## config.mk

```make
export PLATFORM = sky130hd
export DESIGN_NAME = audio_playback_control_regs
export DESIGN_NICKNAME = d
export VERILOG_FILES = /design/src/rtl/audio_pb_pkg.sv /design/src/rtl/audio_playback_control_regs.sv
export SDC_FILE = /design/constraint.sdc
export NUM_CORES = 1
export LEC_CHECK = 0
export BUFFER_PORTS_ARGS = -buffer_cell sky130_fd_sc_hd__buf_2
export CELL_PAD_IN_SITES_DETAIL_PLACEMENT = 1
export CELL_PAD_IN_SITES_GLOBAL_PLACEMENT = 1
export CORE_UTILIZATION = 40
export DETAILED_ROUTE_END_ITERATION = 8
export GPL_TIMING_DRIVEN = 0
export PLACE_DENSITY_LB_ADDON = 0.1
export SLEW_MARGIN = 0
export SYNTH_ARGS = -nofsm -noshare
export SYNTH_HDL_FRONTEND = slang
export SYNTH_SLANG_ARGS = --single-unit
```

## constraint.sdc

```tcl
create_clock -name clk -period 7.5 [get_ports clk]
set_input_delay 1.125 -clock clk [delete_from_list [all_inputs] [get_ports clk]]
set_output_delay 1.125 -clock clk [all_outputs]
set_load 0.01 [all_outputs]
```

## src/rtl/audio_pb_pkg.sv

```systemverilog
// constants shared by the audio playback control register block
package audio_pb_pkg;

  // clock and engine sizing
  localparam int CLK_HZ     = 25_000_000;
  localparam int ADDR_W     = 22;
  localparam int GADDR_W    = 20;
  localparam int VOL_W      = 8;
  localparam int RATE_W     = 16;
  localparam int FMT_W      = 2;
  localparam int FIFO_DEPTH = 8;
  localparam int ACC_W      = 26;

  // register byte addresses
  localparam logic [ADDR_W-1:0] OFS_PLAYBACK_VOLUME = 22'h10247C;
  localparam logic [ADDR_W-1:0] OFS_SYNTH_VOLUME    = 22'h102480;
  localparam logic [ADDR_W-1:0] OFS_PB_START        = 22'h1024A4;
  localparam logic [ADDR_W-1:0] OFS_PB_LENGTH       = 22'h1024A8;
  localparam logic [ADDR_W-1:0] OFS_PB_READ_POINTER = 22'h1024AC;
  localparam logic [ADDR_W-1:0] OFS_PB_SAMPLE_RATE  = 22'h1024B0;
  localparam logic [ADDR_W-1:0] OFS_PB_FORMAT       = 22'h1024B4;
  localparam logic [ADDR_W-1:0] OFS_PB_LOOP         = 22'h1024B8;
  localparam logic [ADDR_W-1:0] OFS_PB_TRIGGER      = 22'h1024BC;

  // reset values
  localparam logic [VOL_W-1:0]   RST_VOLUME = 8'hFF;
  localparam logic [RATE_W-1:0]  RST_RATE   = 16'h1F40;
  localparam logic [FMT_W-1:0]   RST_FORMAT = 2'h0;
  localparam logic [GADDR_W-1:0] RST_GADDR  = 20'h00000;

  // field positions
  localparam int LOOP_BIT = 0;
  localparam int TRIG_BIT = 0;

  // sample formats
  localparam logic [FMT_W-1:0] FMT_LINEAR = 2'h0;
  localparam logic [FMT_W-1:0] FMT_ULAW   = 2'h1;
  localparam logic [FMT_W-1:0] FMT_ADPCM  = 2'h2;

  typedef enum logic [0:0] {ST_IDLE, ST_PLAY} pb_state_t;

endpackage

```

## src/rtl/audio_playback_control_regs.sv

```systemverilog
// audio playback control registers, fetch engine, sample pacing and volume scaling
//
// Functional notes
// - synthesizer samples are scaled by an 8-bit volume that resets to 0xFF (loudest), 0 mutes.
// - playback samples are scaled by their own 8-bit volume, reset 0xFF, 0 mutes.
// - any write to the trigger bit starts playback whatever value is written.
// - the trigger bit reads 1 while playback runs and 0 once it has finished.
// - with looping on, after the last byte the engine restarts from the start address.
// - the loop bit enables looping at 1, disables it at 0, and resets to 0.
// - a 2-bit format selects linear (00), mu-law (01) or 4-bit ADPCM (10); 11 is undefined.
// - a 16-bit rate in hertz paces how fast the engine consumes samples.
// - fetching starts at a 20-bit start address in graphics memory set by software.
// - a 20-bit length gives the number of bytes played from the start address.
// - a read-only 20-bit pointer holds the address currently being played.
//
// The Wishbone register port was decided locally.
`timescale 1ns/1ps

////////////////////////////////////////////////////////////////////////////////
// small synchronous fifo with flush
module pb_fifo #(
  parameter int WIDTH = 8,
  parameter int DEPTH = 8
) (
  input  wire logic             clk,
  input  wire logic             rst_n,
  input  wire logic             flush,
  input  wire logic [WIDTH-1:0] in_data,
  input  wire logic             in_valid,
  output logic                  in_ready,
  output logic [WIDTH-1:0]      out_data,
  output logic                  out_valid,
  input  wire logic             out_ready
);
  localparam int PW = $clog2(DEPTH);

  // power of two keeps the pointer wrap free
  if (DEPTH < 2 || (1 << PW) != DEPTH) begin : g_bad_depth
    $error("pb_fifo: DEPTH must be a power of two, at least 2");
  end

  logic [WIDTH-1:0] mem [DEPTH];
  logic [PW:0]      wr_ptr_r;
  logic [PW:0]      rd_ptr_r;

  // full when pointers differ only in the wrap bit
  assign in_ready  = (wr_ptr_r ^ rd_ptr_r) != {1'b1, {PW{1'b0}}};
  assign out_valid = wr_ptr_r != rd_ptr_r;
  assign out_data  = mem[rd_ptr_r[PW-1:0]];

  // storage
  always_ff @(posedge clk)
  begin
    if (in_valid && in_ready)
      mem[wr_ptr_r[PW-1:0]] <= in_data;
  end

  // pointers; flush discards everything held
  always_ff @(posedge clk or negedge rst_n)
  begin
    if (!rst_n)
    begin
      wr_ptr_r <= '0;
      rd_ptr_r <= '0;
    end
    else if (flush)
    begin
      wr_ptr_r <= '0;
      rd_ptr_r <= '0;
    end
    else
    begin
      if (in_valid && in_ready)
        wr_ptr_r <= wr_ptr_r + 1'b1;
      if (out_valid && out_ready)
        rd_ptr_r <= rd_ptr_r + 1'b1;
    end
  end
endmodule // pb_fifo

////////////////////////////////////////////////////////////////////////////////
// top: wishbone slave, playback engine, volume stages
module audio_playback_control_regs
  import audio_pb_pkg::*;
#(
  parameter int FIFO_W = 8,
  parameter int FIFO_D = FIFO_DEPTH
) (
  input  wire logic               clk,
  input  wire logic               resetn,
  // wishbone classic slave
  input  wire logic               wb_cyc,
  input  wire logic               wb_stb,
  input  wire logic               wb_we,
  input  wire logic [ADDR_W-1:0]  wb_adr,
  input  wire logic [3:0]         wb_sel,
  input  wire logic [31:0]        wb_dat_w,
  output logic      [31:0]        wb_dat_r,
  output logic                    wb_ack,
  // graphics memory byte read port
  output logic                    mem_req,
  output logic      [GADDR_W-1:0] mem_addr,
  input  wire logic               mem_ack,
  input  wire logic [7:0]         mem_rdata,
  // synthesizer path
  input  wire logic               synth_valid,
  input  wire logic [7:0]         synth_sample,
  output logic                    synth_out_valid,
  output logic      [15:0]        synth_out,
  // playback path towards the decoder
  output logic                    pb_strobe,
  output logic      [FMT_W-1:0]   pb_format,
  output logic      [7:0]         pb_code,
  output logic      [15:0]        pb_scaled,
  output logic      [VOL_W-1:0]   pb_gain,
  output logic                    pb_busy
);

  if (FIFO_W != 8) begin : g_bad_width
    $error("audio_playback_control_regs: FIFO_W must be 8");
  end

  //////////////////////////////////////////////////////////////////////////////
  // reset release through two flops
  logic rst_meta_r;
  logic rst_n;

  always_ff @(posedge clk or negedge resetn)
  begin
    if (!resetn)
    begin
      rst_meta_r <= 1'b0;
      rst_n      <= 1'b0;
    end
    else
    begin
      rst_meta_r <= 1'b1;
      rst_n      <= rst_meta_r;
    end
  end

  //////////////////////////////////////////////////////////////////////////////
  // register storage and bus slave
  logic [VOL_W-1:0]   pb_vol_r;
  logic [VOL_W-1:0]   synth_vol_r;
  logic [GADDR_W-1:0] start_r;
  logic [GADDR_W-1:0] length_r;
  logic [GADDR_W-1:0] read_ptr_r;
  logic [RATE_W-1:0]  rate_r;
  logic [FMT_W-1:0]   format_r;
  logic               loop_r;
  logic               busy_r;
  logic [31:0]        rd_nxt;
  logic [31:0]        lane_mask;
  logic [31:0]        wr_word;
  logic               req;
  logic               wr;
  logic               trigger;

  // one-cycle answer: a request is taken on the edge where ack is still low
  assign req     = wb_cyc && wb_stb && !wb_ack;
  assign wr      = req && wb_we;
  assign trigger = wr && (wb_adr == OFS_PB_TRIGGER) && wb_sel[0];

  // merge written byte lanes into the addressed register's current value;
  // the read mux already selects that value, so no second mux is needed
  assign lane_mask = {{8{wb_sel[3]}}, {8{wb_sel[2]}}, {8{wb_sel[1]}}, {8{wb_sel[0]}}};
  assign wr_word   = (rd_nxt & ~lane_mask) | (wb_dat_w & lane_mask);

  // read mux; unmapped addresses and reserved bits read zero
  always_comb
  begin
    rd_nxt = 32'h00000000;
    case (wb_adr)
      OFS_PLAYBACK_VOLUME: rd_nxt[VOL_W-1:0]    = pb_vol_r;
      OFS_SYNTH_VOLUME:    rd_nxt[VOL_W-1:0]    = synth_vol_r;
      OFS_PB_START:        rd_nxt[GADDR_W-1:0]  = start_r;
      OFS_PB_LENGTH:       rd_nxt[GADDR_W-1:0]  = length_r;
      OFS_PB_READ_POINTER: rd_nxt[GADDR_W-1:0]  = read_ptr_r;
      OFS_PB_SAMPLE_RATE:  rd_nxt[RATE_W-1:0]   = rate_r;
      OFS_PB_FORMAT:       rd_nxt[FMT_W-1:0]    = format_r;
      OFS_PB_LOOP:         rd_nxt[LOOP_BIT]     = loop_r;
      OFS_PB_TRIGGER:      rd_nxt[TRIG_BIT]     = busy_r;
      default:             rd_nxt               = 32'h00000000;
    endcase
  end

  // ack and read data; ack drops the cycle after it is given
  always_ff @(posedge clk or negedge rst_n)
  begin
    if (!rst_n)
    begin
      wb_ack   <= 1'b0;
      wb_dat_r <= 32'h00000000;
    end
    else
    begin
      wb_ack <= req;
      if (req && !wb_we)
        wb_dat_r <= rd_nxt;
    end
  end

  // software-written fields
  always_ff @(posedge clk or negedge rst_n)
  begin
    if (!rst_n)
    begin
      pb_vol_r    <= RST_VOLUME;
      synth_vol_r <= RST_VOLUME;
      start_r     <= RST_GADDR;
      length_r    <= RST_GADDR;
      rate_r      <= RST_RATE;
      format_r    <= RST_FORMAT;
      loop_r      <= 1'b0;
    end
    else if (wr)
    begin
      case (wb_adr)
        OFS_PLAYBACK_VOLUME: pb_vol_r    <= wr_word[VOL_W-1:0];
        OFS_SYNTH_VOLUME:    synth_vol_r <= wr_word[VOL_W-1:0];
        OFS_PB_START:        start_r     <= wr_word[GADDR_W-1:0];
        OFS_PB_LENGTH:       length_r    <= wr_word[GADDR_W-1:0];
        OFS_PB_SAMPLE_RATE:  rate_r      <= wr_word[RATE_W-1:0];
        OFS_PB_FORMAT:       format_r    <= wr_word[FMT_W-1:0];
        OFS_PB_LOOP:         loop_r      <= wr_word[LOOP_BIT];
        default:             ;
      endcase
    end
  end

  //////////////////////////////////////////////////////////////////////////////
  // playback engine: fetcher fills the fifo, paced consumer drains it
  pb_state_t          state_r;
  logic [GADDR_W-1:0] fetch_r;
  logic [GADDR_W-1:0] end_addr;
  logic               discard_r;
  logic [ACC_W-1:0]   acc_r;
  logic [ACC_W-1:0]   acc_sum;
  logic               tick;
  logic               nib_hi_r;
  logic               f_in_ready;
  logic               f_out_valid;
  logic [7:0]         f_out_data;
  logic               consume;
  logic               pop;
  logic               fetch_done;
  logic [GADDR_W-1:0] ptr_next;

  // end address wraps inside the 20-bit graphics space
  assign end_addr   = start_r + length_r;
  assign fetch_done = (fetch_r == end_addr);
  assign ptr_next   = read_ptr_r + 1'b1;

  // one consumption per sample period; adpcm takes two nibbles per byte
  // no consumption in the cycle the pointer sits at the end, so pointer and fifo stay paired
  assign consume = (state_r == ST_PLAY) && tick && f_out_valid && (read_ptr_r != end_addr);
  assign pop     = consume && ((format_r != FMT_ADPCM) || nib_hi_r);

  pb_fifo #(
    .WIDTH     (FIFO_W),
    .DEPTH     (FIFO_D)
  ) u_fifo (
    .clk       (clk),
    .rst_n     (rst_n),
    .flush     (trigger),
    .in_data   (mem_rdata),
    .in_valid  (mem_req && mem_ack && !discard_r),
    .in_ready  (f_in_ready),
    .out_data  (f_out_data),
    .out_valid (f_out_valid),
    .out_ready (pop)
  );

  // sample-rate pacing: phase accumulator against the system clock
  assign acc_sum = acc_r + ACC_W'(rate_r);
  always_ff @(posedge clk or negedge rst_n)
  begin
    if (!rst_n)
    begin
      acc_r <= '0;
      tick  <= 1'b0;
    end
    else if (trigger || state_r != ST_PLAY)
    begin
      acc_r <= '0;
      tick  <= 1'b0;
    end
    else if (acc_sum >= ACC_W'(CLK_HZ))
    begin
      acc_r <= acc_sum - ACC_W'(CLK_HZ);
      tick  <= 1'b1;
    end
    else
    begin
      acc_r <= acc_sum;
      tick  <= 1'b0;
    end
  end

  // fetcher: one byte outstanding, requested only when the fifo has room
  always_ff @(posedge clk or negedge rst_n)
  begin
    if (!rst_n)
    begin
      mem_req   <= 1'b0;
      fetch_r   <= RST_GADDR;
      discard_r <= 1'b0;
    end
    else if (trigger)
    begin
      // a byte still in flight belongs to the old run; its address must stand until the ack
      discard_r <= mem_req && !mem_ack;
      mem_req   <= mem_req && !mem_ack;
      if (!mem_req || mem_ack)
        fetch_r <= start_r;
    end
    else if (mem_req)
    begin
      if (mem_ack)
      begin
        mem_req   <= 1'b0;
        discard_r <= 1'b0;
        // limitation: start is taken again here, so do not rewrite it right after a trigger
        if (discard_r)
          fetch_r <= start_r;
        else
          fetch_r <= fetch_r + 1'b1;
      end
    end
    else if (state_r == ST_PLAY)
    begin
      if (fetch_done && loop_r)
        fetch_r <= start_r;
      else if (!fetch_done && f_in_ready)
        mem_req <= 1'b1;
    end
  end

  assign mem_addr = fetch_r;

  // consumer: pointer, busy flag and end of playback
  always_ff @(posedge clk or negedge rst_n)
  begin
    if (!rst_n)
    begin
      state_r    <= ST_IDLE;
      read_ptr_r <= RST_GADDR;
      nib_hi_r   <= 1'b0;
    end
    else if (trigger)
    begin
      state_r    <= ST_PLAY;
      read_ptr_r <= start_r;
      nib_hi_r   <= 1'b0;
    end
    else
    begin
      case (state_r)
        ST_IDLE: ;
        ST_PLAY:
        begin
          if (read_ptr_r == end_addr)
          begin
            if (loop_r)
              read_ptr_r <= start_r;
            else
              state_r <= ST_IDLE;
          end
          else if (consume)
          begin
            nib_hi_r <= (format_r == FMT_ADPCM) && !nib_hi_r;
            if (pop)
              read_ptr_r <= ptr_next;
          end
        end
        default: state_r <= ST_IDLE;
      endcase
    end
  end

  assign busy_r  = (state_r == ST_PLAY);
  assign pb_busy = busy_r;

  //////////////////////////////////////////////////////////////////////////////
  // playback output stage: code, format and gain go to the decoder
  always_ff @(posedge clk or negedge rst_n)
  begin
    if (!rst_n)
    begin
      pb_strobe <= 1'b0;
      pb_format <= RST_FORMAT;
      pb_code   <= 8'h00;
      pb_scaled <= 16'h0000;
      pb_gain   <= RST_VOLUME;
    end
    else
    begin
      pb_strobe <= consume;
      pb_gain   <= pb_vol_r;
      if (consume)
      begin
        pb_format <= format_r;
        if (format_r == FMT_ADPCM)
          pb_code <= {4'h0, nib_hi_r ? f_out_data[7:4] : f_out_data[3:0]};
        else
          pb_code <= f_out_data;
        // linear bytes (and the undefined code, treated as linear) are scaled here;
        // companded codes are scaled after decoding
        if (format_r != FMT_ULAW && format_r != FMT_ADPCM)
          pb_scaled <= 16'($signed(f_out_data) * $signed({1'b0, pb_vol_r}));
        else
          pb_scaled <= 16'h0000;
      end
    end
  end

  // synthesizer volume stage
  always_ff @(posedge clk or negedge rst_n)
  begin
    if (!rst_n)
    begin
      synth_out_valid <= 1'b0;
      synth_out       <= 16'h0000;
    end
    else
    begin
      synth_out_valid <= synth_valid;
      if (synth_valid)
        synth_out <= 16'($signed(synth_sample) * $signed({1'b0, synth_vol_r}));
    end
  end

endmodule // audio_playback_control_regs

```

; Yosys cells after proc, flatten, opt, wreduce, memory -nomap -nowiden
; Memories as Yosys holds them, arrays and structs flattened.
; Cells that the tools add are included.
; Widths: inputs -> output; s select.
[classes]
addsub = 7
n_mul = 2
order_cmp = 1
n_eq_ne = 21
muxes = 48
bitwise_logic = 6
reduce_logical = 50
[op_table]
columns = operator, count
row1 = $mux 20, 13
row2 = $eq 22x21->1 const B, 9
row3 = $mux 26, 2
row4 = $add 20x1->20 const B, 2
row5 = $and 20x20->20, 2
row6 = $eq 20x20->1, 2
row7 = $pmux 6 s6, 1
row8 = $mul 8x9->16, 2
row9 = $pmux 8 s4, 1
row10 = $add 26x16->26, 1
row11 = $ge 26x25->1 const B, 1
row12 = $sub 26x25->26 const B, 1
row13 = $mux 1, 21
row14 = $add 20x20->20, 1
row15 = $mux 4, 5
row16 = $ne 20x20->1, 1
row17 = $not 20->20, 1
row18 = $or 20x20->20, 1
row19 = $logic_and 1x1->1, 19
row20 = $mux 16, 1
row21 = $reduce_and 2->1, 8
row22 = $pmux 4 s3, 1
row23 = $reduce_bool 2->1, 6
row24 = $reduce_bool 3->1, 4
row25 = other kinds (17), 29
[totals]
register_bits = 229
ram_bits = 64
in_bits = 81
output_inout_bits = 107
n_memories = 1
[memory_table]
columns = memory, depth, word_bits, read_ports, rd_ports_with_merged_regs, write_ports, line
row1 = u_fifo.mem, 8, 8, 1, 0, 1, audio_playback_control_regs.sv:42  ; logic [WIDTH-1:0] mem [DEPTH];

; Depth between registers and ports, before layout
; Gate-level depths: netlist of the first run.
[logic_depth]
ltp_word = 9
depth_mapped = 24
mapped_depth_nobuf = 22

; Cells and area by module
; From an unflattened synthesis of the first run, not the netlist that was laid out.
[unflattened]
cells_unflattened = 2088
hier_area_um2 = 20387.1
[modules_own_cells]
columns = module, instances, cells_each, area_each_um2
row1 = audio_playback_control_regs, 1, 1914, 17292.8
row2 = pb_fifo, 1, 174, 3094.2

; Worst setup path before layout of the first run
; OpenSTA, ideal clock, no wires.
[synth_path]
path_type = register to register
from = register u_fifo.rd_ptr_r[0]
to = register pb_scaled[15]
setup_ps = 83
arrival_time_ps = 6165
required_time_ps = 7417
slack_ps = 1252
path_stages_with_launch = 22
path_buffers = 2
period_less_slack_ps = 6248
path_cell_list = dfrtp_1 -> buf_1 -> clkbuf_1 -> mux4_2 -> mux2i_1 -> nand2b_1 -> fa_1 -> fa_1 -> inv_1 -> fa_1 -> inv_1 -> fa_1 -> inv_1 -> ha_1 -> a21oi_1 -> o21bai_1 -> a21o_1 -> a41o_1 -> o41ai_1 -> xnor2_1 -> nand2_1 -> o21ai_0
[synth_via]
elab_chain_cells = 3
word_cells_on_any_way = 6
cone_classes = mul: 1 / eq/ne: 1 / mux: 1 / reduce/logical: 2 / memory: 1
[synth_rtl]
columns = item, line
row1 = start: declaration, audio_playback_control_regs.sv:44  ; logic [PW:0] rd_ptr_r;
row2 = start signal: assignment, audio_playback_control_regs.sv:76  ; rd_ptr_r <= rd_ptr_r + 1'b1;
row3 = $mem_v2 8x8 or $ne 4x4->1 (tied branches), -
row4 = $mul 8x9->16 or $logic_and 1x1->1 (tied branches), "audio_playback_control_regs.sv:411, audio_playback_control_regs.sv:257"
row5 = $mux 16 or $logic_and 1x1->1 (tied branches), "audio_playback_control_regs.sv:410, audio_playback_control_regs.sv:257"
row6 = end signal: assignment, audio_playback_control_regs.sv:411  ; pb_scaled <= 16'($signed(f_out_data) * $signed({1'b0, pb_vol_r}));
row7 = end: declaration, audio_playback_control_regs.sv:114  ; output logic [15:0] pb_scaled,
; Parallel ways exist; a longest one is shown, timed or not.
; A chain may end at the register's enable or synchronous reset.

; Worst setup path after layout of the first run
; Same ends and word-level chain as after synthesis.

==> qor.txt, run 1 <==
DRC = 34
Int Pwr = 2.77 mW
final worst slack = 457 ps
clk buf depth = 3
r2r endpoint = pb_scaled[15]
mux contribution to synthesized area = 6.09%
WL final = 70,100 um
FF-to-FF setup slack = 460 ps
clock buffer count from CTS = 38
Die Wd = 233 um
Setup crit start kind = flip-flop
nets = 2,737
Ys Warns = 0
leakage power = 11.1 nW
share of cells above drive strength 1 = 15.6%
RR Startpoint = u_fifo.rd_ptr_r[0]
Via Count = 18,200
post-route minimum period = 7040 ps
WS Path Type = reg -> reg
GR Overflow Total = 0
area of the multi-input gates = 0.0126 mm2
Fillers = 6,089
DR iter-0 viols = 1,174
setup violators final = 0
largest family of logic cells by synthesized area = simple AND/OR/NAND/NOR gates
top area cells in the synthesized netlist = dfrtp_1, edfxtp_1, ha_1
Synth Area in Simple Gates = 17.5%
IO Port Bufs = 159
routability cong. = 0.919
most frequent cell after synthesis = nand2_1
total power = 3.61 mW
failing checks = DRC
synthesized area = 0.0214 mm2
Comb pwr share = 3.6%
status = finished, violations left
RSZ-0062 raised after global routing = false
Ports = 188
largest area contributor in the netlist = dfrtp_1
Post-DP HPWL = 54,800 um
setup repair bufs after CTS = 0
critical path required time = 7980 ps
Finished Cell Area = 0.0245 mm2
largest net degree at the start of global routing = 68
period utilization = 93.9%
setup TNS = 0 ps
actual transition at the worst max-transition pin = 1420 ps
CP startpoint = u_fifo.rd_ptr_r[0]
Die ar. = 0.0545 mm2
first-pass GRT wire length = 110,000 um
Post-Synth Adder-Cell Area = 14.2%
Reg area = 0.00769 mm2
hold buffer count at cts = 0
max_cap viols = 0
Post-synth EDFFs = 64
H-tree depth = 2
XOR/XNOR Fraction of Synth Area = 4.91%
switching fraction of total power = 23.4%
worst-path maximum fanout = 10
via/cell ratio = 5.72
CP arrival = 7530 ps
vias in the first global route = 18,900
clk_lat worst skew = 580 ps
Non-Filler Instances = 3,176
Async S/R FF share, synth = 78.2%
Max Slew Vio Count = 0
crit end category = flip-flop
CTS tree = yes
Synth Register Bits = 293
endpoints failing hold = 0
register area share after synthesis = 35.9%
CP endpoint = pb_scaled[15]
initial core utilization = 40.6%
GRT Overall Usage = 26.1%
Worst-path clk slew = 60 ps
worst vdd ir = 0.000123 V
post-synthesis compound-gate area fraction = 15.9%
predominant post-synthesis flop cell = dfrtp_1
antenna violations before repair = 1
pre-CTS setup slack = -120 ps
first-pass iteration count of the detailed router = 9
core box area = 0.0528 mm2
Clk pwr share = 50.9%
worst hold path class = reg -> async
DR WL/cell = 22.1 um
cells after synthesis = 2,244
sequential share of power = 45.5%
PwrDens = 147 mW/mm2
Synth cell types = 99
# rows = 84
Worst slew margin = 4.62%
fmax = 142 MHz
area delta synth->final = 14.5%
final setup skew = 30.4 ps
CTS root buf = clkbuf_16
Syn Area/Cell = 9.55 um2
Detail Route Antenna Nets = 0
clock sinks = 293
area post-placement = 0.0233 mm2
Placed Cells = 3,106
R2R depth = 21
Synth top area share = 23.2%
synth cell count leaders = nand2_1, dfrtp_1, inv_1
chip height = 233 um
Psw = 0.845 mW
-- timing repair --
action | in CTS | in global routing
resized for setup | 5 | 3
hold endpoints to repair | 0 | 0
setup endpoints to repair | 2 | 2
-- cells by family (layout without fill, tap and decap cells) --
group           Yosys count  count (layout)
simple gates            744             744
compound gates          516             516
flops                   293             293
buf+inv                 286             518
fa+ha+maj               198             198
mux                     104             104
xor+xnor                101             101
other cells               2              14
-- routing by layer --
layer	GRT usage (%)	share of wire [%]	up-vias	wire length [um]
met5	0	0	-	0
met4	8.12	2.7	0	1880
met3	3.47	4.7	99	3280
met2	43.0	47	441	33000
met1	35.5	46	9226	32000
li1	-	-	8388	-
-- power groups by stage --
stage / Sequential, mW / Combinational, mW / Clock (mW)
after floorplan: 1.69 / 0.0473 / 0
after global placement: 1.70 / 0.101 / 0
after detailed placement: 1.67 / 0.134 / 0
after CTS: 1.64 / 0.135 / 1.88
after global routing: 1.64 / 0.148 / 1.94
final: 1.64 / 0.131 / 1.84
-- how the worst min path moves through the flow --
stage / startpoint / to
final: rst_n / pb_scaled[14]
after global placement: rst_meta_r / rst_n
after CTS: resetn / rst_n
after floorplan: rst_meta_r / rst_n
after global routing: resetn / rst_n
after detailed placement: rst_n / pb_scaled[14]
-- sequential cells by signal (all words and copies together), names as in the netlist, 20 cells and up --
signal,cells
u_fifo.mem,64
wb_dat_r,20
length_r,20
start_r,20
read_ptr_r,20
acc_r,26
mem_addr,20
-- placed cells by master (no fill, tap or decap), types with 22 or more instances in the layout --
cell type  count
edfxtp_1      64
mux2_2        41
ha_1         122
dfrtp_1      198
inv_1        154
o31ai_1       22
nand2b_1      36
nand2_1      244
mux2i_1       40
clkbuf_16     39
and3_1        32
clkbuf_1      99
fa_1          76
dfstp_2       30
o21ai_0      150
nand4_1       30
nor2_1       120
xor2_1        28
and2_1        42
buf_2        168
a22oi_1       40
nand3_1       54
nor3_1        40
nor2b_1       51
a21oi_1      101
xnor2_1       61
-- critical path, stage by stage (launching register included) --
cell	delay [ps]
dfrtp_1	390
clkdlybuf4s15_1	670
mux4_2	600
mux2i_1	470
clkbuf_1	530
or2_2	230
fa_1	420
fa_1	550
inv_1	50
fa_1	530
inv_1	50
fa_1	540
inv_1	50
ha_1	330
a21oi_1	170
o21bai_1	130
a21o_1	210
a41o_1	260
o41ai_1	300
xnor2_1	220
nand2_1	90
o21ai_0	150
-- layout make-up --
| cell class | count | area share (%) |
|---|---|---|
| multi-input cells | 1676 | 51.6 |
| diodes | 1 | 0.0102 |
| clock buffers | 51 | 4.25 |
| flip-flops and latches | 293 | 31.4 |
| clock inverters | 18 | 0.791 |
| plain buffers | 131 | 2.41 |
| repair buffers | 163 | 3.69 |
| inverters | 155 | 2.37 |
| well taps | 688 | 3.51 |
-- through the flow --
step	util (%)	hold WS, ps
3_5_place_dp	44.1	322
3_3_place_gp	43.8	338
6_report	46.5	304
5_1_grt	46.5	324
2_1_floorplan	-	331
4_1_cts	46.4	307
(Power assumes the default switching activity.)
==> run 2, diff against run 1 <==
--- a/config.mk
+++ b/config.mk
@@ -9,6 +9,7 @@
 export CELL_PAD_IN_SITES_DETAIL_PLACEMENT = 1
 export CELL_PAD_IN_SITES_GLOBAL_PLACEMENT = 1
 export CORE_UTILIZATION = 40
+export CTS_BUF_LIST = sky130_fd_sc_hd__clkbuf_8
 export DETAILED_ROUTE_END_ITERATION = 8
 export GPL_TIMING_DRIVEN = 0
 export PLACE_DENSITY_LB_ADDON = 0.1
==> run 2 against run 1 <==
Effect of this change: the flow still finishes with violations (DRC); register-to-register slack improved by 160 ps; utilization shrank 0.23 points; via count increased by 0.44%; first-iteration DRC count increased by 3.1%; final area shrank 0.48%; count of clock-buffer cells in the layout rose by 17; cell count up 1.1%; die area did not move; flip-flop and latch count is the same; maximum frequency up 2.4%; clock power decreased by 14%; combinational power about the same.
==> qor.txt, run 2 (synthesized netlist as in run 1, its figures left out) <==
status = finished, violations left
failing checks = DRC
critical path required time = 8100 ps
antenna violations before repair = 1
first-pass GRT wire length = 110,000 um
endpoints failing hold = 0
Setup crit start kind = flip-flop
Ports = 188
Via Count = 18,200
setup TNS = 0 ps
most frequent cells in the layout = nand2_1, dfrtp_1, inv_1, buf_2, o21ai_0
crit end category = flip-flop
CTS tree = yes
fin util = 46.3%
DR WL/cell = 21.9 um
GR Overflow Total = 0
clock sinks = 293
final setup skew = 28.7 ps
clock buffer count from CTS = 56
commonest non-fill, non-tap cell in the layout = nand2_1
fmax = 145 MHz
largest net degree at the start of global routing = 68
period utilization = 91.7%
chip height = 233 um
Max Slew Vio Count = 0
final worst slack = 621 ps
worst hold path class = in -> async
Worst-path clk slew = 60 ps
initial core utilization = 40.6%
total power = 3.36 mW
WL final = 70,200 um
leakage power = 11.2 nW
area delta synth->final = 13.9%
number of flip-flops under the largest register name = 64
worst hold slack = 219 ps
via/cell ratio = 5.68
Die ar. = 0.0545 mm2
DR iter-0 viols = 1,210
worst-path maximum fanout = 10
first-pass iteration count of the detailed router = 7
# rows = 84
actual transition at the worst max-transition pin = 1400 ps
core box area = 0.0528 mm2
WS Path Type = reg -> reg
nets = 2,755
Die Wd = 233 um
CP arrival = 7480 ps
share of cells above drive strength 1 = 16.3%
Detail Route Antenna Nets = 0
max_cap viols = 0
post-route minimum period = 6880 ps
CTS root buf = clkbuf_8
worst vdd ir = 0.000130 V
Post-DP HPWL = 54,800 um
Worst slew margin = 5.75%
clk_lat worst skew = 680 ps
IO Port Bufs = 159
clk buf depth = 3
setup violators final = 0
pre-CTS setup slack = -120 ps
routability cong. = 0.919
RSZ-0062 raised after global routing = false
H-tree depth = 2
DRC = 34
PwrDens = 138 mW/mm2
vias in the first global route = 19,000
GRT Overall Usage = 26.1%
[run 2: cell count changes in the layout (fill, tap and decap cells not counted)]
| cell | delta |
|---|---|
| bufinv_16 | -3 |
| inv_1 | +23 |
| clkbuf_16 | -39 |
| clkinv_1 | -1 |
| clkinv_4 | -1 |
| inv_16 | +1 |
| clkinv_8 | -2 |
| clkbuf_1 | -10 |
| inv_12 | +1 |
| clkbuf_8 | +66 |
| clkinv_2 | -2 |
| inv_6 | +1 |
[run 2: routing by layer]
metal,vias to the layer above,part of all wire (%),GRT usage [%]
li1,8450,-,-
met1,9261,46,35.6
met2,439,48,43.4
met3,83,4.6,3.44
met4,0,1.9,6.94
met5,-,0,0
[run 2: final cells by class]
type / count / area [um2]
clock buffers: 68 / 936
well taps: 688 / 861
diodes: 1 / 2.50
multi-input cells: 1676 / 12600
inverters: 155 / 582
flip-flops and latches: 293 / 7690
fillers: 6138 / 28400
repair buffers: 163 / 906
clock inverters: 35 / 180
plain buffers: 131 / 592
[run 2: power breakdown]
part,switching [mW],internal [mW],leakage [nW]
Clock,0.755,0.828,0.668
Combinational,0.0829,0.0482,6.93
Sequential,0.00678,1.64,3.59
[run 2: through the flow]
stage / area, um2 / cells
after floorplan: 21500 / 2255
after global placement: 23100 / 3102
after detailed placement: 23300 / 3106
after CTS: 24400 / 3209
after global routing: 24400 / 3210
final: 24400 / 3210
[run 2: repair_timing]
item                       CTS  global route
buffers inserted             0             0
gates cloned                 0             0
setup endpoints to repair    2             2
hold buffers                 0             0
resized for setup            5             3
[run 2: worst paths after layout]
path                            cells after the start  slack, ps               start       endpoint
worst max-delay path                               21        620  u_fifo.rd_ptr_r[0]  pb_scaled[15]
worst min-delay path                                1        220              resetn     rst_meta_r
worst max register to register                     21        620  u_fifo.rd_ptr_r[0]  pb_scaled[15]
worst min register to register                      0        310               rst_n      acc_r[24]
max in group asynchronous                           2       6110               rst_n     pb_gain[7]
min in group clk                                    0        350          rst_meta_r          rst_n
[run 2: critical path: stages, from the launching register on]
cell,delay (ps)
dfrtp_1,400
clkbuf_2,390
clkdlybuf4s15_1,640
mux4_2,600
mux2i_2,540
nand2b_1,220
fa_1,450
fa_1,500
inv_1,50
fa_1,530
inv_1,50
fa_1,540
inv_1,50
ha_1,330
a21oi_1,150
o21bai_1,130
a21o_1,210
a41o_1,260
o41ai_1,300
xnor2_1,230
nand2_1,90
o21ai_0,150
